==> src/logic/ufis_regs.svh <==
// Register offsets, field positions, reset values and levels of the UART FIFO block
// Contract
// - FIFOs and receive interrupt enabled: level-2 interrupt while count reaches trigger
// - Status register shows receive code at trigger, withdrawn below trigger
// - Data-ready bit sets when a character enters receive FIFO, clears only empty
// - Transmit interrupt on FIFO emptied by shifter, cleared by status read or write
// - Low four enable bits clear: no interrupts, host polls line status
// - Line status bits one to four report receive errors and break
// - Bit five: transmit FIFO empty; bit six: FIFO and shifter both empty
// - Bit seven set while any receive FIFO character carries an error
// - Mode 0 or FIFOs off: transmit-ready low while no character held
// - Mode 0 or FIFOs off: receive-ready low while a character is held
// - Mode 1: transmit-ready high when full, low once trigger reached; the code drives it low only when the count falls below the trigger
// - Mode 1: receive-ready low at trigger or time-out, held above trigger
// - Mode 1: transmit interrupt below trigger, receive interrupt at trigger
// - Control bits 7-6 pick receive trigger; FIFO keeps loading until full
// - Control bits 5-4 pick transmit trigger, default 16, interrupt below it
// - Control bit 3 selects DMA mode, zero (mode 0) after reset
// - Receive trigger codes: 00=8, 01=16, 10=24, 11=28
// - Transmit trigger codes: 00=16, 01=8, 10=24, 11=30
// - Other control fields ignored unless enable bit set in same write
`ifndef UFIS_REGS_SVH
`define UFIS_REGS_SVH
`define UFIS_DEPTH      32
`define UFIS_OFF_DATA   8'h00
`define UFIS_OFF_INT_EN   8'h04
`define UFIS_OFF_FIFO_CTL 8'h08
`define UFIS_OFF_INT_ST   8'h0C
`define UFIS_OFF_LINE_ST  8'h10
`define UFIS_OFF_STAT     8'h14
`define UFIS_ENA_RX       0
`define UFIS_ENA_TX       1
`define UFIS_ENA_LS       2
`define UFIS_ST_RXC       0
`define UFIS_ST_TXC       8
`define UFIS_ENA_RST      4'h0
`define UFIS_CTRL_RST     8'h00
`define UFIS_TX_READY_RST 1'h0
`define UFIS_RX_READY_RST 1'h1
`define UFIS_RXT_0      6'h08
`define UFIS_RXT_1      6'h10
`define UFIS_RXT_2      6'h18
`define UFIS_RXT_3      6'h1C
`define UFIS_TXT_0      6'h10
`define UFIS_TXT_1      6'h08
`define UFIS_TXT_2      6'h18
`define UFIS_TXT_3      6'h1E
`define UFIS_CODE_LS      4'h6
`define UFIS_CODE_RXTO    4'hC
`define UFIS_CODE_RX      4'h4
`define UFIS_CODE_TX      4'h2
`define UFIS_CODE_NONE    4'h1
`endif

==> src/logic/ufis_pkg.sv <==
// Types shared by the UART FIFO signalling block
`default_nettype none
package ufis_pkg;
  typedef struct packed {
    logic [1:0] rx_sel;
    logic [1:0] tx_sel;
    logic       dma_mode;
    logic       tx_clr;
    logic       rx_clr;
    logic       en;
  } ufis_ctrl_t;
  typedef struct packed {
    logic tx_rdy_n;
    logic rx_rdy_n;
  } ufis_dma_t;
endpackage
`default_nettype wire

==> src/logic/ufis_lvl_if.sv <==
// Fill levels and mode bits passed from the core to the DMA signalling
`default_nettype none
interface ufis_lvl_if #(parameter int CW = 6);
  logic [CW-1:0] rx_cnt;
  logic [CW-1:0] tx_cnt;
  logic [CW-1:0] rx_trig;
  logic [CW-1:0] tx_trig;
  logic          fifo_en;
  logic          dma_mode;
  logic          rx_to;
  logic          tx_full;
  modport core (output rx_cnt, tx_cnt, rx_trig, tx_trig, fifo_en, dma_mode,
                output rx_to, tx_full);
  modport dma  (input rx_cnt, tx_cnt, rx_trig, tx_trig, fifo_en, dma_mode,
                input rx_to, tx_full);
endinterface
`default_nettype wire

==> src/logic/ufis_mem.sv <==
// FIFO storage with registered, write-through read port
`default_nettype none
module ufis_mem #(
  parameter int W     = 8,
  parameter int DEPTH = 32,
  parameter int AW    = 5
) (
  // Clock and reset
  input  wire logic          pclk,
  input  wire logic          presetn,
  // Write side
  input  wire logic          we,
  input  wire logic [AW-1:0] waddr,
  input  wire logic [W-1:0]  wdata,
  // Read side
  input  wire logic [AW-1:0] raddr,
  output logic      [W-1:0]  rdata
);
  logic [W-1:0] mem [DEPTH];
  logic [W-1:0] rdata_q;
  logic [W-1:0] rdata_d;

  always_ff @(posedge pclk)
  begin
    if (we)
    begin
      mem[waddr] <= wdata;
    end
  end

  // Bypass so a char written to the head is visible on the next cycle
  always_comb
  begin
    rdata_d = mem[raddr];
    if (we && (waddr == raddr))
    begin
      rdata_d = wdata;
    end
  end

  always_ff @(posedge pclk or negedge presetn)
  begin
    if (!presetn)
    begin
      rdata_q <= '0;
    end
    else
    begin
      rdata_q <= rdata_d;
    end
  end

  assign rdata = rdata_q;
endmodule
`default_nettype wire

==> src/logic/ufis_dma.sv <==
// Transmit-ready and receive-ready pin logic for both DMA modes
`include "ufis_regs.svh"
`default_nettype none
module ufis_dma (
  // Clock and reset
  input  wire logic pclk,
  input  wire logic presetn,
  // Levels from core
  ufis_lvl_if.dma   lvl,
  // Pins
  output logic      tx_ready_n,
  output logic      rx_ready_n
);
  import ufis_pkg::*;
  ufis_dma_t st_q;
  ufis_dma_t st_d;
  logic      mode1;

  assign mode1 = lvl.fifo_en && lvl.dma_mode;

  always_comb
  begin
    st_d = st_q;
    if (!mode1)
    begin
      st_d.tx_rdy_n = (lvl.tx_cnt != '0);
      st_d.rx_rdy_n = (lvl.rx_cnt == '0);
    end
    else
    begin
      // Hysteresis: stays high from full until below trigger
      if (lvl.tx_full)
      begin
        st_d.tx_rdy_n = 1'b1;
      end
      else if (lvl.tx_cnt < lvl.tx_trig)
      begin
        st_d.tx_rdy_n = 1'b0;
      end
      st_d.rx_rdy_n = !((lvl.rx_cnt >= lvl.rx_trig) || lvl.rx_to);
    end
  end

  always_ff @(posedge pclk or negedge presetn)
  begin
    if (!presetn)
    begin
      st_q.tx_rdy_n <= `UFIS_TX_READY_RST;
      st_q.rx_rdy_n <= `UFIS_RX_READY_RST;
    end
    else
    begin
      st_q <= st_d;
    end
  end

  assign tx_ready_n = st_q.tx_rdy_n;
  assign rx_ready_n = st_q.rx_rdy_n;

  tx_empty_low_a: assert property (@(posedge pclk) disable iff (!presetn)
    (!mode1 && lvl.tx_cnt == '0) |=> !tx_ready_n)
    else $error("transmit-ready not low with nothing held");
  rx_held_low_a: assert property (@(posedge pclk) disable iff (!presetn)
    (!mode1 && lvl.rx_cnt != '0) |=> !rx_ready_n)
    else $error("receive-ready not low with data held");
  tx_full_high_a: assert property (@(posedge pclk) disable iff (!presetn)
    (mode1 && lvl.tx_full) |=> tx_ready_n ##1 (tx_ready_n || !lvl.tx_full
      || !mode1))
    else $error("transmit-ready not high when full");
  rx_trig_low_a: assert property (@(posedge pclk) disable iff (!presetn)
    (mode1 && (lvl.rx_cnt >= lvl.rx_trig)) |=> !rx_ready_n)
    else $error("receive-ready not low at trigger");
  rx_release_a: assert property (@(posedge pclk) disable iff (!presetn)
    (mode1 && lvl.rx_cnt < lvl.rx_trig && !lvl.rx_to) |=> rx_ready_n)
    else $error("receive-ready not released below trigger");
endmodule
`default_nettype wire

==> src/logic/ufis_core.sv <==
// UART channel FIFO core: APB registers, FIFO counts, interrupts, line status
`include "ufis_regs.svh"
`default_nettype none
module ufis_core #(
  parameter int DEPTH = `UFIS_DEPTH,
  parameter int AW    = $clog2(DEPTH),
  parameter int CW    = $clog2(DEPTH + 1)
) (
  // Clock and reset
  input  wire logic        pclk,
  input  wire logic        presetn,
  // APB slave
  input  wire logic        psel,
  input  wire logic        penable,
  input  wire logic        pwrite,
  input  wire logic [7:0]  paddr,
  input  wire logic [31:0] pwdata,
  output logic      [31:0] prdata,
  output logic             pready,
  output logic             pslverr,
  // Receive engine side
  input  wire logic        rx_char_valid,
  input  wire logic [7:0]  rx_char_data,
  input  wire logic [2:0]  rx_char_err,
  input  wire logic        rx_timeout,
  // Transmit engine side
  output logic             tx_char_valid,
  output logic      [7:0]  tx_char_data,
  input  wire logic        tx_char_take,
  input  wire logic        tx_shift_empty,
  // Host signalling
  output logic             int_req,
  output logic             tx_ready_n,
  output logic             rx_ready_n
);
  import ufis_pkg::*;

  typedef struct packed {
    logic [AW-1:0] rx_rp;
    logic [AW-1:0] rx_wp;
    logic [AW-1:0] tx_rp;
    logic [AW-1:0] tx_wp;
    logic [CW-1:0] rx_cnt;
    logic [CW-1:0] tx_cnt;
    logic [CW-1:0] err_cnt;
    logic          fifo_en;
    logic          dma_mode;
    logic [1:0]    rx_sel;
    logic [1:0]    tx_sel;
    logic [3:0]    int_en;
    logic          tx_int;
    logic          rx_to;
    logic          ovr;
    logic [31:0]   prdata;
  } ufis_core_t;

  ufis_core_t    q;
  ufis_core_t    d;
  localparam ufis_ctrl_t ctrl_rst = ufis_ctrl_t'(`UFIS_CTRL_RST);

  ufis_ctrl_t    fw;
  logic [10:0]   rx_head;
  logic [7:0]    tx_head;
  logic [CW-1:0] cap;
  logic [CW-1:0] rx_trig;
  logic [CW-1:0] tx_trig;
  logic          acc;
  logic          wr;
  logic          rd;
  logic          rx_full;
  logic          tx_full;
  logic          rx_push;
  logic          rx_pop;
  logic          tx_push;
  logic          tx_pop;
  logic          tx_evt;
  logic          rx_int;
  logic          ls_err;
  logic [7:0]    line_st;
  logic [3:0]    int_code;
  logic [31:0]   rmux;
  logic [31:0]   stat;

  //////////////////////////////////////////////////////////////////////////
  // Trigger decoding

  function automatic logic [CW-1:0] rx_level(input logic [1:0] s);
    case (s)
      2'h0:    rx_level = CW'(`UFIS_RXT_0);
      2'h1:    rx_level = CW'(`UFIS_RXT_1);
      2'h2:    rx_level = CW'(`UFIS_RXT_2);
      default: rx_level = CW'(`UFIS_RXT_3);
    endcase
  endfunction

  function automatic logic [CW-1:0] tx_level(input logic [1:0] s);
    case (s)
      2'h0:    tx_level = CW'(`UFIS_TXT_0);
      2'h1:    tx_level = CW'(`UFIS_TXT_1);
      2'h2:    tx_level = CW'(`UFIS_TXT_2);
      default: tx_level = CW'(`UFIS_TXT_3);
    endcase
  endfunction

  function automatic logic mapped(input logic [7:0] a);
    mapped = (a == `UFIS_OFF_DATA) || (a == `UFIS_OFF_INT_EN)
          || (a == `UFIS_OFF_FIFO_CTL) || (a == `UFIS_OFF_INT_ST)
          || (a == `UFIS_OFF_LINE_ST) || (a == `UFIS_OFF_STAT);
  endfunction

  assign rx_trig = rx_level(q.rx_sel);
  assign tx_trig = tx_level(q.tx_sel);

  //////////////////////////////////////////////////////////////////////////
  // Bus and FIFO movement

  // Zero wait states: read data is captured in the setup cycle
  assign acc     = psel && penable;
  assign wr      = acc && pwrite && mapped(paddr);
  assign rd      = acc && !pwrite && mapped(paddr);
  assign pready  = 1'b1;
  assign pslverr = acc && !mapped(paddr);
  assign prdata  = q.prdata;
  assign fw      = ufis_ctrl_t'(pwdata[7:0]);

  // Without FIFOs each direction holds a single character
  assign cap     = q.fifo_en ? CW'(DEPTH) : CW'(1);
  assign rx_full = (q.rx_cnt >= cap);
  assign tx_full = (q.tx_cnt >= cap);
  // Receive keeps loading past the trigger until full
  assign rx_push = rx_char_valid && !rx_full;
  assign rx_pop  = rd && (paddr == `UFIS_OFF_DATA) && (q.rx_cnt != '0);
  assign tx_push = wr && (paddr == `UFIS_OFF_DATA) && !tx_full;
  assign tx_pop  = tx_char_take && (q.tx_cnt != '0);

  // Emptied by shifter in mode 0, dropped below trigger in mode 1
  always_comb
  begin
    if (q.fifo_en && q.dma_mode)
    begin
      tx_evt = tx_pop && !tx_push && (q.tx_cnt == tx_trig);
    end
    else
    begin
      tx_evt = tx_pop && !tx_push && (q.tx_cnt == CW'(1));
    end
  end

  //////////////////////////////////////////////////////////////////////////
  // Status and interrupts

  assign ls_err = q.ovr || ((q.rx_cnt != '0) && (rx_head[10:8] != 3'h0));
  assign line_st[0] = (q.rx_cnt != '0);
  assign line_st[1] = q.ovr;
  assign line_st[4:2] = (q.rx_cnt != '0) ? rx_head[10:8] : 3'h0;
  assign line_st[5] = (q.tx_cnt == '0);
  assign line_st[6] = (q.tx_cnt == '0) && tx_shift_empty;
  assign line_st[7] = (q.err_cnt != '0);

  always_comb
  begin
    if (q.fifo_en)
    begin
      rx_int = q.int_en[`UFIS_ENA_RX]
            && (q.rx_cnt >= rx_trig);
    end
    else
    begin
      rx_int = q.int_en[`UFIS_ENA_RX] && (q.rx_cnt != '0);
    end
  end

  // Every source is gated by its enable bit; the time-out shares the receive enable
  always_comb
  begin
    if (q.int_en[`UFIS_ENA_LS] && ls_err)
    begin
      int_code = `UFIS_CODE_LS;
    end
    else if (q.int_en[`UFIS_ENA_RX] && q.rx_to)
    begin
      int_code = `UFIS_CODE_RXTO;
    end
    else if (rx_int)
    begin
      int_code = `UFIS_CODE_RX;
    end
    else if (q.int_en[`UFIS_ENA_TX] && q.tx_int)
    begin
      int_code = `UFIS_CODE_TX;
    end
    else
    begin
      int_code = `UFIS_CODE_NONE;
    end
  end

  assign int_req = (int_code != `UFIS_CODE_NONE);

  always_comb
  begin
    stat = '0;
    stat[`UFIS_ST_RXC +: CW] = q.rx_cnt;
    stat[`UFIS_ST_TXC +: CW] = q.tx_cnt;
    case (paddr)
      `UFIS_OFF_DATA: rmux = {24'h000000, rx_head[7:0]};
      `UFIS_OFF_INT_EN:  rmux = {28'h0000000, q.int_en};
      `UFIS_OFF_INT_ST:
        rmux = {24'h000000, q.fifo_en, q.fifo_en, 2'h0, int_code};
      `UFIS_OFF_LINE_ST: rmux = {24'h000000, line_st};
      `UFIS_OFF_STAT: rmux = stat;
      default:        rmux = 32'h00000000;
    endcase
  end

  //////////////////////////////////////////////////////////////////////////
  // Next state

  always_comb
  begin
    logic rx_clr;
    logic tx_clr;
    rx_clr = 1'b0;
    tx_clr = 1'b0;
    d = q;
    if (psel && !penable)
    begin
      d.prdata = pwrite ? 32'h00000000 : rmux;
    end
    if (wr && (paddr == `UFIS_OFF_INT_EN))
    begin
      d.int_en = pwdata[3:0];
    end
    if (wr && (paddr == `UFIS_OFF_FIFO_CTL))
    begin
      d.fifo_en = fw.en;
      if (fw.en)
      begin
        d.rx_sel   = fw.rx_sel;
        d.tx_sel   = fw.tx_sel;
        d.dma_mode = fw.dma_mode;
        rx_clr     = fw.rx_clr;
        tx_clr     = fw.tx_clr;
      end
      // Changing FIFO mode flushes both directions
      if (fw.en != q.fifo_en)
      begin
        rx_clr = 1'b1;
        tx_clr = 1'b1;
      end
    end
    d.rx_rp   = q.rx_rp + AW'(rx_pop);
    d.rx_wp   = q.rx_wp + AW'(rx_push);
    d.rx_cnt  = q.rx_cnt + CW'(rx_push) - CW'(rx_pop);
    d.err_cnt = q.err_cnt + CW'(rx_push && (rx_char_err != 3'h0))
              - CW'(rx_pop && (rx_head[10:8] != 3'h0));
    d.tx_rp   = q.tx_rp + AW'(tx_pop);
    d.tx_wp   = q.tx_wp + AW'(tx_push);
    d.tx_cnt  = q.tx_cnt + CW'(tx_push) - CW'(tx_pop);
    // Set wins over the clearing read; a write in the same cycle blocks the set
    d.tx_int = tx_evt || (q.tx_int && !tx_push
             && !(rd && (paddr == `UFIS_OFF_INT_ST)));
    d.rx_to  = (rx_timeout && (q.rx_cnt != '0)) || (q.rx_to && !rx_pop);
    d.ovr    = (rx_char_valid && rx_full)
             || (q.ovr && !(rd && (paddr == `UFIS_OFF_LINE_ST)));
    if (rx_clr)
    begin
      d.rx_rp   = '0;
      d.rx_wp   = '0;
      d.rx_cnt  = '0;
      d.err_cnt = '0;
      d.rx_to   = 1'b0;
    end
    if (tx_clr)
    begin
      d.tx_rp  = '0;
      d.tx_wp  = '0;
      d.tx_cnt = '0;
    end
  end

  always_ff @(posedge pclk or negedge presetn)
  begin
    if (!presetn)
    begin
      q          <= '0;
      q.fifo_en  <= ctrl_rst.en;
      q.dma_mode <= ctrl_rst.dma_mode;
      q.rx_sel   <= ctrl_rst.rx_sel;
      q.tx_sel   <= ctrl_rst.tx_sel;
      q.int_en   <= `UFIS_ENA_RST;
    end
    else
    begin
      q <= d;
    end
  end

  //////////////////////////////////////////////////////////////////////////
  // Storage and DMA pins

  ufis_mem #(.W(11), .DEPTH(DEPTH), .AW(AW)) u_rx_mem (
    .pclk    (pclk),
    .presetn (presetn),
    .we      (rx_push),
    .waddr   (q.rx_wp),
    .wdata   ({rx_char_err, rx_char_data}),
    .raddr   (d.rx_rp),
    .rdata   (rx_head)
  );

  ufis_mem #(.W(8), .DEPTH(DEPTH), .AW(AW)) u_tx_mem (
    .pclk    (pclk),
    .presetn (presetn),
    .we      (tx_push),
    .waddr   (q.tx_wp),
    .wdata   (pwdata[7:0]),
    .raddr   (d.tx_rp),
    .rdata   (tx_head)
  );

  assign tx_char_valid = (q.tx_cnt != '0);
  assign tx_char_data  = tx_head;

  ufis_lvl_if #(.CW(CW)) lvl ();
  assign lvl.rx_cnt   = q.rx_cnt;
  assign lvl.tx_cnt   = q.tx_cnt;
  assign lvl.rx_trig  = rx_trig;
  assign lvl.tx_trig  = tx_trig;
  assign lvl.fifo_en  = q.fifo_en;
  assign lvl.dma_mode = q.dma_mode;
  assign lvl.rx_to    = q.rx_to;
  assign lvl.tx_full  = tx_full;

  ufis_dma u_dma (
    .pclk       (pclk),
    .presetn    (presetn),
    .lvl        (lvl),
    .tx_ready_n (tx_ready_n),
    .rx_ready_n (rx_ready_n)
  );

  //////////////////////////////////////////////////////////////////////////
  // Checks

  rx_int_level_a: assert property (@(posedge pclk) disable iff (!presetn)
    (q.fifo_en && q.int_en[0] && q.rx_cnt >= rx_trig) |-> int_req)
    else $error("receive interrupt missing at trigger");
  status_rx_clear_a: assert property (@(posedge pclk) disable iff (!presetn)
    (q.fifo_en && q.rx_cnt < rx_trig) |-> (int_code != `UFIS_CODE_RX))
    else $error("receive code shown below trigger");
  data_ready_a: assert property (@(posedge pclk) disable iff (!presetn)
    (rx_push && !(wr && paddr == `UFIS_OFF_FIFO_CTL)) |=> line_st[0])
    else $error("data-ready not set after receive push");
  tx_int_set_a: assert property (@(posedge pclk) disable iff (!presetn)
    (tx_evt && q.int_en[1] && !(wr && paddr == `UFIS_OFF_FIFO_CTL))
      |=> q.tx_int)
    else $error("transmit interrupt not raised");
  poll_quiet_a: assert property (@(posedge pclk) disable iff (!presetn)
    (q.int_en == 4'h0) |-> !int_req)
    else $error("interrupt raised with all enables clear");
  shift_empty_a: assert property (@(posedge pclk) disable iff (!presetn)
    line_st[6] |-> (line_st[5] && tx_shift_empty))
    else $error("all-empty bit without empty FIFO");
  err_flag_a: assert property (@(posedge pclk) disable iff (!presetn)
    (rx_push && rx_char_err != 3'h0 && !(wr && paddr == `UFIS_OFF_FIFO_CTL))
      |=> line_st[7])
    else $error("error flag not set for bad character");
  ctrl_ignore_a: assert property (@(posedge pclk) disable iff (!presetn)
    (wr && paddr == `UFIS_OFF_FIFO_CTL && !pwdata[0])
      |=> ($stable(q.dma_mode) && $stable(q.rx_sel) && $stable(q.tx_sel)))
    else $error("control fields taken without enable bit");
endmodule
`default_nettype wire

==> config.mk <==
export PLATFORM = sky130hd
export DESIGN_NAME = ufis_core
export DESIGN_NICKNAME = d
export VERILOG_FILES = /design/src/logic/ufis_pkg.sv /design/src/logic/ufis_lvl_if.sv /design/src/logic/ufis_mem.sv /design/src/logic/ufis_dma.sv /design/src/logic/ufis_core.sv
export VERILOG_INCLUDE_DIRS = /design/src /design/src/logic
export SDC_FILE = /design/constraint.sdc
export NUM_CORES = 1
export LEC_CHECK = 0
export ABC_CLOCK_PERIOD_IN_PS = 5950
export BUFFER_PORTS_ARGS = -buffer_cell sky130_fd_sc_hd__buf_4
export CAP_MARGIN = 25
export CORE_MARGIN = 2
export CORE_UTILIZATION = 50
export CTS_CLUSTER_DIAMETER = 30
export DETAILED_ROUTE_END_ITERATION = 12
export PLACE_DENSITY_LB_ADDON = 0.08
export RECOVER_POWER = 50
export SYNTH_ARGS = -nofsm -noshare
export SYNTH_HDL_FRONTEND = slang
export SYNTH_SLANG_ARGS = --single-unit
==> constraint.sdc <==
create_clock -name pclk -period 5.95 [get_ports pclk]
set_input_delay 0.595 -clock pclk [delete_from_list [all_inputs] [get_ports pclk]]
set_output_delay 0.595 -clock pclk [all_outputs]
set_load 0.05 [all_outputs]
# Yosys cells after proc, flatten, opt, wreduce, memory -nomap -nowiden

Memory sizes are Yosys's and may differ from the RTL's. A register that Yosys moved wholly into a read port is not among the register bits.
Cells that the tools add are included.

Add/subtract/negate cells: 10
Magnitude comparators: 4
Multiplexer cells: 31
Reductions and logical operators: 69
Eq/ne operators: 14

Operator list:

| cell                                           | number |
|---|---|
| case mux 14 bit (5 select lines)               | 1 |
| logical AND 1 bit                              | 36 |
| two-way mux 32 bit                             | 1 |
| case mux 5 bit (3 select lines)                | 2 |
| two-way mux 6 bit                              | 4 |
| adder 5 x 1 -> 5 bit                           | 4 |
| two-way mux 10 bit                             | 2 |
| adder 6 x 1 -> 6 bit                           | 3 |
| nonzero test 6 bit                             | 3 |
| subtractor 6 x 1 -> 6 bit                      | 3 |
| == test 8 x 4 -> 1 bit (second input constant) | 2 |
| == test 8 x 5 -> 1 bit (second input constant) | 2 |
| two-way mux 1 bit                              | 15 |
| >= comparator 6 bit                            | 2 |
| zero test 1 bit                                | 12 |
| zero test 6 bit                                | 2 |
| logical OR 1 bit                               | 10 |
| == test 8 x 3 -> 1 bit (second input constant) | 1 |
| zero test 8 bit                                | 1 |
| two-way mux 4 bit                              | 2 |
| == test 6 x 1 -> 1 bit (second input constant) | 1 |
| == test 6 bit                                  | 1 |
| >= comparator 6 x 5 -> 1 bit                   | 1 |
| less-than comparator 6 x 5 -> 1 bit            | 1 |
| other kinds (10)                               | 16 |

Memories: 2
Bits in writable memories: 608
Logic and storage cells: 148
Register bits: 85

Memory list:

| memory       | words | bits a word | read ports | clocked after Yosys merged registers in | wr ports | line           | RTL |
|---|---|---|---|---|---|---|---|
| u_rx_mem.mem | 32    | 11          | 1          | 1                                       | 1        | ufis_mem.sv:19 | `logic [W-1:0] mem [DEPTH];` |
| u_tx_mem.mem | 32    | 8           | 1          | 1                                       | 1        | ufis_mem.sv:19 |  |

# Logic depth before layout (Yosys ltp)

Gate-level depths: netlist (run 1).

Word-level depth: 14
Mapped depth: 18
Depth with buffers taken out: 16

# Hierarchy

A second synthesis (run 1) with hierarchy kept.

Cells, all modules: 1768
Area total of the unflattened synthesis: 29694.7 um2

By module, submodules not included:

| module              | sequential area each (um2) | cells an instance | area each (um2) | instances |
|---|---|---|---|---|
| ufis_mem (u_rx_mem) | 10845.4                    | 737               | 14287.5         | 1 |
| ufis_mem (u_tx_mem) | 7887.6                     | 541               | 10700.3         | 1 |
| ufis_core           | 1626.6                     | 443               | 4334.2          | 1 |
| ufis_dma            | 51.3                       | 47                | 372.9           | 1 |

# Least setup slack after synthesis (run 1)

OpenSTA, ideal clock, no wires.

Path kind: input to register
Start: in paddr[1]
End: reg u_rx_mem.rdata_q[10], in the netlist u_rx_mem.rdata[10] (read register of u_rx_mem.mem)
Stages on the path: 16
Buffers on the path: 1
Slack: 1.912 ns
Data arrival time: 3.900 ns
Required time: 5.813 ns
Library setup time: 0.137 ns
Cells stage by stage: nor4_1 -> nand3_1 -> a31oi_1 -> nand3_1 -> or3_1 -> inv_1 -> ha_1 -> ha_1 -> xor2_1 -> buf_2 -> mux4_2 -> o221ai_1 -> a21oi_1 -> a21oi_1 -> a21boi_0 -> o31ai_1

Cells in the longest elaborated chain, start to end: 11
Elaborated cells between the ends (all ways): 19

RTL lines:

| element                                                   | line             | RTL |
|---|---|---|
| from (decl)                                               | ufis_core.sv:16  | `input wire logic [7:0] paddr,` |
| == test 8 x 3 -> 1 bit or zero test 8 bit (tied branches) | n/a              |  |
| logical OR 1 bit (5 in series)                            | ufis_core.sv:106 | `` mapped = (a == `UFIS_OFF_DATA) \|\| (a == `UFIS_OFF_INT_EN) `` |
| logical AND 1 bit                                         | ufis_core.sv:120 | `assign rd = acc && !pwrite && mapped(paddr);` |
| logical AND 1 bit (2 in series)                           | ufis_core.sv:132 | `` assign rx_pop = rd && (paddr == `UFIS_OFF_DATA) && (q.rx_cnt != '0); `` |
| adder 5 x 1 -> 5 bit                                      | ufis_core.sv:252 | `d.rx_rp = q.rx_rp + AW'(rx_pop);` |
| two-way mux 10 bit *                                      | ufis_core.sv:266 | `if (rx_clr)` |
| to (decl)                                                 | ufis_mem.sv:20   | `logic [W-1:0] rdata_q;` |

Every way passes the cells marked *; elsewhere a longest branch is shown, timed or not.
A chain may end at the register's enable or synchronous reset.

# Final worst setup path (run 1)

Start: in paddr[5]
End: reg u_rx_mem.rdata_q[8], in the netlist u_rx_mem.rdata[8] (read register of u_rx_mem.mem)

Same word-level chain as after synthesis.

==> results.yml, run 1 <==
status:
  status: "complete, but fails checks"
  failed_checks: "max-capacitance violations, max-slew violations"
cts:
  htree_levels: 4
  clkSinkCount: 694
  cts_tree: "yes"
  clk_path_buf_depth: 3
  cts_root_buf: "clkbuf_16"
  path_clk_slew_ns: 0.04
  postCtsResizedCells: 0
  insertion_delay_ns: 0.70
  cts_buffers: 140
worst_setup_path:
  end_kind: "flip-flop"
  critPathMaxStageDelay_ns: 0.89
  timing.rr.end: "u_tx_mem.rdata[3]$_DFF_PN0_"
  crit_chain: "clkbuf_4 > nor4_1 > nand2_1 > a31oi_1 > nand3_1 > or3_1 > inv_1 > ha_4 > buf_4 > inv_1 > buf_4 > a2111o_1 > a311oi_1 > a2111oi_2 > nor3_1 > o31ai_1"
  reg2reg_setup_slack_ns: 1.22
  cp_slowest_cell: "nor4_1"
  r2r_start: "lvl.tx_cnt[2]$_DFF_PN0_"
  required_ns: 6.46
  rr_worst_depth: 14
  cp_num_buf_inv: 5
  cp.arrival_ns: 5.62
  crit_path_start_kind: "primary input"
  crit_type: "primary input to flip-flop"
  worstPathMaxFanout: 26
  startpoint: "paddr[5]"
  cp_top_family: "simple AND/OR/NAND/NOR gates"
final_layout:
  layoutNonFillerInstCount: 2998
  multi_input_area_sq_mm: 0.00811
  nFillCells: 4329
  n_antenna_cell: 0
  area_growth_pct: 20.9
  fin_nets: 2224
  fin_area_sq_mm: 0.0354
  regArea_sq_mm: 0.0204
  drive_gt1_share_pct: 20.1
drt:
  wl_per_cell_um: 24.4
  dr.pass1.iters: 6
  wirelength_mm: 73.3
  antenna_left: 0
  initialDrtViolationCount: 1371
  route.detailed.drc: 0
  routed_via_density: 5.90
  num_vias: 17700
power_and_ir_drop:
  power_leakage_nw: 12.4
  total_power_mw: 17.0
  ir_drop_mv: 0.414
  power.density_mw_per_mm2: 481
timing:
  hold_slack_ns: 0.178
  fmax_ghz: 0.196
  setup_tns_ns: 0
  setup_viol: 0
  timing.slew.headroom_pct: -49.9
  report.final.slew_viol_count: 557
  worst_pin_slew_ns: 2.25
  hold_viol: 0
  grt_setup_unrepaired: "no"
  fin_skew_ns: 0.0278
  min_period_ns: 5.10
  finalCritPeriodShare_pct: 85.8
logic_synthesis:
  netlist_area_sq_mm: 0.0293
  synthXorXnorAreaFrac_pct: 0.897
  synthSimpleGateAreaFrac_pct: 6.56
  ys_warn_count: 0
  synth_edf_count: 608
  yosys.area_share.adder_pct: 2.00
  synth_compound_area_share_pct: 10.1
  syn_area_per_cell_sq_um: 14.9
  synthCells: 1966
  synth-main-ff-cell: "edfxtp_1"
  async_flop_share_pct: 12.4
  synth-seq-area-share_pct: 69.6
  synth_seq_cells: 694
  synth_mux_area_share_pct: 7.62
  synth_top_family_by_area: "compound AO/OA/AOI/OAI gates"
  synth_cell_types: 84
global_route:
  grt_pass1_wl_mm: 110
  antenna_found_initial: 0
  grt_usage_pct: 24.7
  grt_pass1_vias: 18000
  overflow: 0
  grt_max_degree: 79
die:
  start_util_pct: 50.7
  rows: 88
  die_w_um: 246
  die_y_um: 246
  ioPinCount: 106
  dieArea_sq_mm: 0.0606
  design.core.area_sq_mm: 0.0578
placed_design:
  placedCellCount: 2739
  dp_hpwl_mm: 45.2
  place_area_sq_mm: 0.0307
  numPortBuffers: 62
  globalplace.congestion: 0.858
flow_run:
  drv_cap: 17
worst_hold_path:
  hp-start: "rx_char_valid"
  hold_class: "primary input to flip-flop"
  min_path_cells: 3
  holdPathEnd: "line_st[1]$_DFF_PN0_"
[power breakdown]
group          leakage (nW)  internal [mW]  switching, mW  total [mW]
registers              6.53           5.57          0.185        5.75
logic                  3.50           1.27           2.17        3.44
clock network          2.38           5.33           2.53        7.86
total                  12.4           12.2           4.88        17.0
[metrics by stage]
step	setup slack (ns)	util, %
2_1_floorplan	1.91	-
3_3_place_gp	0.808	53.1
3_5_place_dp	0.732	53.1
4_1_cts	1.24	61.5
5_1_grt	0.701	61.3
6_report	0.846	61.3
[routing by layer]
layer,share of wire (%),vias to the layer above,GRT usage (%)
met5,0,-,0
met4,3.1,0,10.2
met3,6.1,148,5.12
met2,50,651,41.2
met1,41,8913,31.4
li1,-,7986,-
[registers in the layout, indices dropped and copies added (netlist names)]
register,flops
u_rx_mem.mem,352
u_tx_mem.mem,256
q,35
prdata,14
u_rx_mem.rdata,11
u_tx_mem.rdata,8
lvl.rx_cnt,6
lvl.tx_cnt,6
line_st,1
lvl.dma_mode,1
lvl.fifo_en,1
lvl.rx_to,1
u_dma.rx_ready_n,1
u_dma.tx_ready_n,1
[worst register-to-register path: cells and delay by family, from the launching register on]
kind | cells | cell delay, ns
AOI/OAI and AO/OA | 5 | 1.42
and+or+nand+nor | 4 | 1.31
adders and majority gates | 3 | 0.93
buffers and inverters | 2 | 0.47
DFF | 1 | 0.46
[what timing repair did]
action                                 in CTS  in global routing
endpoints found under the hold margin      31                  0
hold buffers                                1                  0
setup buffers                               0                  0
[synth_stat cells (9+ instances only)]
cell type  instances  area share [%]
a211oi_1          27            0.69
a21o_1            15            0.38
a21oi_1           91             1.6
a31oi_1           19            0.41
and2_1            14            0.30
buf_1              9            0.12
buf_2             41            0.70
buf_4             38            0.97
clkbuf_1          45            0.58
dfrtp_1           85             7.3
edfxtp_1         608              62
ha_1              42             1.8
inv_1             48            0.61
mux2_2            44             1.7
mux2i_1           70             2.4
mux4_2            46             3.5
nand2_1          100             1.3
nand3_1           42            0.72
nor2_1           153             2.0
nor2b_1           14            0.30
nor3_1            33            0.56
nor4_1            12            0.26
o211ai_1          16            0.41
o21ai_0           84             1.4
o221ai_1          19            0.57
o22ai_1           36            0.77
o31ai_1           17            0.44
xnor2_1           16            0.48
xor2_1            14            0.42
[area by class of cell]
type,instances,share of cell area (%)
flip-flops and latches,694,57.6
multi-input cells,1104,22.9
clock buffers,162,10.5
clock inverters,94,3.19
well taps,765,2.70
repair buffers,130,2.63
inverters,49,0.519
[worst max path at each step]
stage / end / slack, ns / cells after the start
5_1_grt: u_rx_mem.rdata[8]$_DFF_PN0_ / 0.70 / 16
3_3_place_gp: u_rx_mem.rdata[8]$_DFF_PN0_ / 0.81 / 17
4_1_cts: u_tx_mem.rdata[3]$_DFF_PN0_ / 1.24 / 14
3_5_place_dp: u_rx_mem.rdata[8]$_DFF_PN0_ / 0.73 / 17
6_report: u_rx_mem.rdata[8]$_DFF_PN0_ / 0.85 / 16
2_1_floorplan: u_rx_mem.rdata[10]$_DFF_PN0_ / 1.91 / 16
[cell families after synthesis]
kind of cell,after synthesis
xor+xnor,30
fa+ha+maj,45
flops,694
other cells,2
compound gates,438
mux,160
buf+inv,185
simple gates,412
[placed cells by master, fill, tap and decap left out, types with 7 or more instances in the layout]
| cell type | netlist | final |
|---|---|---|
| edfxtp_1 | 608 | 608 |
| nor2_1 | 153 | 153 |
| clkbuf_16 | 0 | 143 |
| nand2_1 | 100 | 100 |
| buf_4 | 38 | 93 |
| a21oi_1 | 91 | 91 |
| dfrtp_1 | 85 | 85 |
| o21ai_0 | 84 | 84 |
| mux2i_1 | 70 | 70 |
| inv_1 | 48 | 48 |
| mux4_2 | 46 | 46 |
| mux2_2 | 44 | 44 |
| nand3_1 | 42 | 42 |
| clkbuf_1 | 45 | 41 |
| ha_1 | 42 | 38 |
| o22ai_1 | 36 | 36 |
| nor3_1 | 33 | 33 |
| clkinv_2 | 0 | 30 |
| a211oi_1 | 27 | 26 |
| bufinv_16 | 0 | 20 |
| o221ai_1 | 19 | 19 |
| a31oi_1 | 19 | 19 |
| conb_1 | 2 | 19 |
| clkinv_1 | 0 | 18 |
| o31ai_1 | 17 | 17 |
| o211ai_1 | 16 | 16 |
| xnor2_1 | 16 | 15 |
| a21o_1 | 15 | 15 |
| nor2b_1 | 14 | 14 |
| and2_1 | 14 | 14 |
| nor4_1 | 12 | 13 |
| xor2_1 | 14 | 12 |
| clkinv_8 | 0 | 10 |
| clkinv_4 | 0 | 9 |
| nand3b_1 | 8 | 8 |
| a22o_1 | 8 | 8 |
| o211a_1 | 8 | 8 |
| a221oi_1 | 7 | 7 |
| o32ai_1 | 7 | 7 |
(Power assumes the default switching activity.)
==> run 2, diff against run 1 <==
--- a/config.mk
+++ b/config.mk
@@ -9,12 +9,15 @@
 export ABC_CLOCK_PERIOD_IN_PS = 5950
 export BUFFER_PORTS_ARGS = -buffer_cell sky130_fd_sc_hd__buf_4
 export CAP_MARGIN = 25
+export CELL_PAD_IN_SITES_DETAIL_PLACEMENT = 1
+export CELL_PAD_IN_SITES_GLOBAL_PLACEMENT = 1
 export CORE_MARGIN = 2
 export CORE_UTILIZATION = 50
 export CTS_CLUSTER_DIAMETER = 30
 export DETAILED_ROUTE_END_ITERATION = 12
 export PLACE_DENSITY_LB_ADDON = 0.08
 export RECOVER_POWER = 50
+export SKIP_LAST_GASP = 1
 export SYNTH_ARGS = -nofsm -noshare
 export SYNTH_HDL_FRONTEND = slang
 export SYNTH_SLANG_ARGS = --single-unit
==> results.yml, run 2 (synthesis results as in run 1) <==
status:
  status: "complete, but fails checks"
  failed_checks: "max-capacitance violations, max-slew violations"
timing:
  finalCritPeriodShare_pct: 87.9
  report.final.slew_viol_count: 711
  hold_slack_ns: 0.198
  grt_setup_unrepaired: "no"
  min_period_ns: 5.23
  fin_skew_ns: 0.0296
  worst_pin_slew_ns: 2.06
  hold_viol: 0
  setup_viol: 0
  fmax_ghz: 0.191
  setup_tns_ns: 0
  timing.slew.headroom_pct: -37.4
final_layout:
  final_cell_mix: "608 x edfxtp_1, 153 x nor2_1, 148 x clkbuf_16"
  fin_nets: 2227
  nFillCells: 5307
  multi_input_area_sq_mm: 0.00811
  n_antenna_cell: 0
  drive_gt1_share_pct: 20.4
  final_common_cell: "edfxtp_1"
  regArea_sq_mm: 0.0204
  reg_top3: "u_rx_mem.mem x352, u_tx_mem.mem x256, q x35"
  layoutNonFillerInstCount: 3002
  top_register: "u_rx_mem.mem"
  area_growth_pct: 21.1
  largest_reg_flops: 352
cts:
  cts_hold_buffers: 1
  cts_tree: "yes"
  insertion_delay_ns: 0.70
  clk_path_buf_depth: 3
  htree_levels: 4
  post_cts_buffers: 0
  cts_buffers: 140
  cts_root_buf: "clkbuf_16"
  clkSinkCount: 694
  path_clk_slew_ns: 0.05
  postCtsResizedCells: 0
die:
  start_util_pct: 50.7
  die_w_um: 246
  die_y_um: 246
  design.core.area_sq_mm: 0.0578
  rows: 88
  dieArea_sq_mm: 0.0606
  ioPinCount: 106
drt:
  num_vias: 18400
  routed_via_density: 6.12
  initialDrtViolationCount: 1687
  route.detailed.drc: 0
  dr.pass1.iters: 7
  antenna_left: 0
  wirelength_mm: 83.2
  wl_per_cell_um: 27.7
power_and_ir_drop:
  ir_drop_mv: 0.327
  power_leakage_nw: 12.4
  power.density_mw_per_mm2: 490
  total_power_mw: 17.4
worst_hold_path:
  hold_class: "primary input to flip-flop"
global_route:
  overflow: 0
  antenna_found_initial: 0
  grt_usage_pct: 28.1
  grt_pass1_wl_mm: 125
  grt_pass1_vias: 19800
  grt_max_degree: 71
flow_run:
  drv_cap: 20
worst_setup_path:
  cp.arrival_ns: 5.76
  required_ns: 6.47
  worstPathMaxFanout: 25
  end_kind: "flip-flop"
  crit_type: "flip-flop to flip-flop"
  crit_path_start_kind: "flip-flop"
placed_design:
  placedCellCount: 2736
  numPortBuffers: 62
  dp_hpwl_mm: 50.7
  globalplace.congestion: 0.852
-- run 2: critical path: stages, from the launching register on --
cell      delay, ns
dfrtp_1        0.46
inv_1          0.12
ha_1           0.15
nor2b_1        0.22
nand3_1        0.23
and2_1         0.32
ha_4           0.21
ha_2           0.70
inv_1          0.44
a22o_1         0.31
a221o_1        0.25
a211oi_1       0.43
nand3_1        0.60
o211ai_1       0.40
o21ai_0        0.20
-- run 2: power by group --
group / total (mW) / switching (mW) / internal [mW]
Combinational: 3.63 / 2.34 / 1.29
Clock: 7.99 / 2.59 / 5.40
Sequential: 5.77 / 0.202 / 5.57
Total: 17.4 / 5.13 / 12.2
-- run 2: final cells by class --
class	instances	share of cell area [%]
clock inverters	88	2.83
clock buffers	169	10.9
multi-input cells	1104	22.9
flip-flops and latches	694	57.5
well taps	765	2.70
inverters	49	0.518
repair buffers	133	2.72
-- run 2: worst paths after layout --
check	depth (start not counted)	to	slack [ns]	startpoint
max in group asynchronous	3	q[47]$_DFF_PN0_	2.67	presetn
setup / recovery	14	u_tx_mem.rdata[3]$_DFF_PN0_	0.72	lvl.tx_cnt[2]$_DFF_PN0_
min in group asynchronous	2	u_tx_mem.rdata[2]$_DFF_PN0_	0.80	presetn
hold reg to reg	2	prdata[1]$_DFFE_PN0P_	0.48	prdata[1]$_DFFE_PN0P_
setup reg to reg	14	u_tx_mem.rdata[3]$_DFF_PN0_	0.72	lvl.tx_cnt[2]$_DFF_PN0_
hold / removal	3	line_st[1]$_DFF_PN0_	0.20	rx_char_valid
-- run 2: per-layer routing --
| metal | vias to the layer above | global-route usage, % | wire length (um) |
|---|---|---|---|
| li1 | 7987 | - | - |
| met1 | 9528 | 35.3 | 33300 |
| met2 | 676 | 47.8 | 42400 |
| met3 | 175 | 5.16 | 4580 |
| met4 | 0 | 11.7 | 2830 |
| met5 | - | 0 | 0 |
-- run 2: metrics by stage --
step / cell area (sq um) / util, % / setup slack (ns)
floorplan: 29400 / - / 1.91
global placement: 30500 / 52.7 / 0.684
detailed placement: 30700 / 53.0 / 0.579
CTS: 35500 / 61.5 / 0.776
global route: 35500 / 61.4 / 0.504
finish: 35500 / 61.4 / 0.718
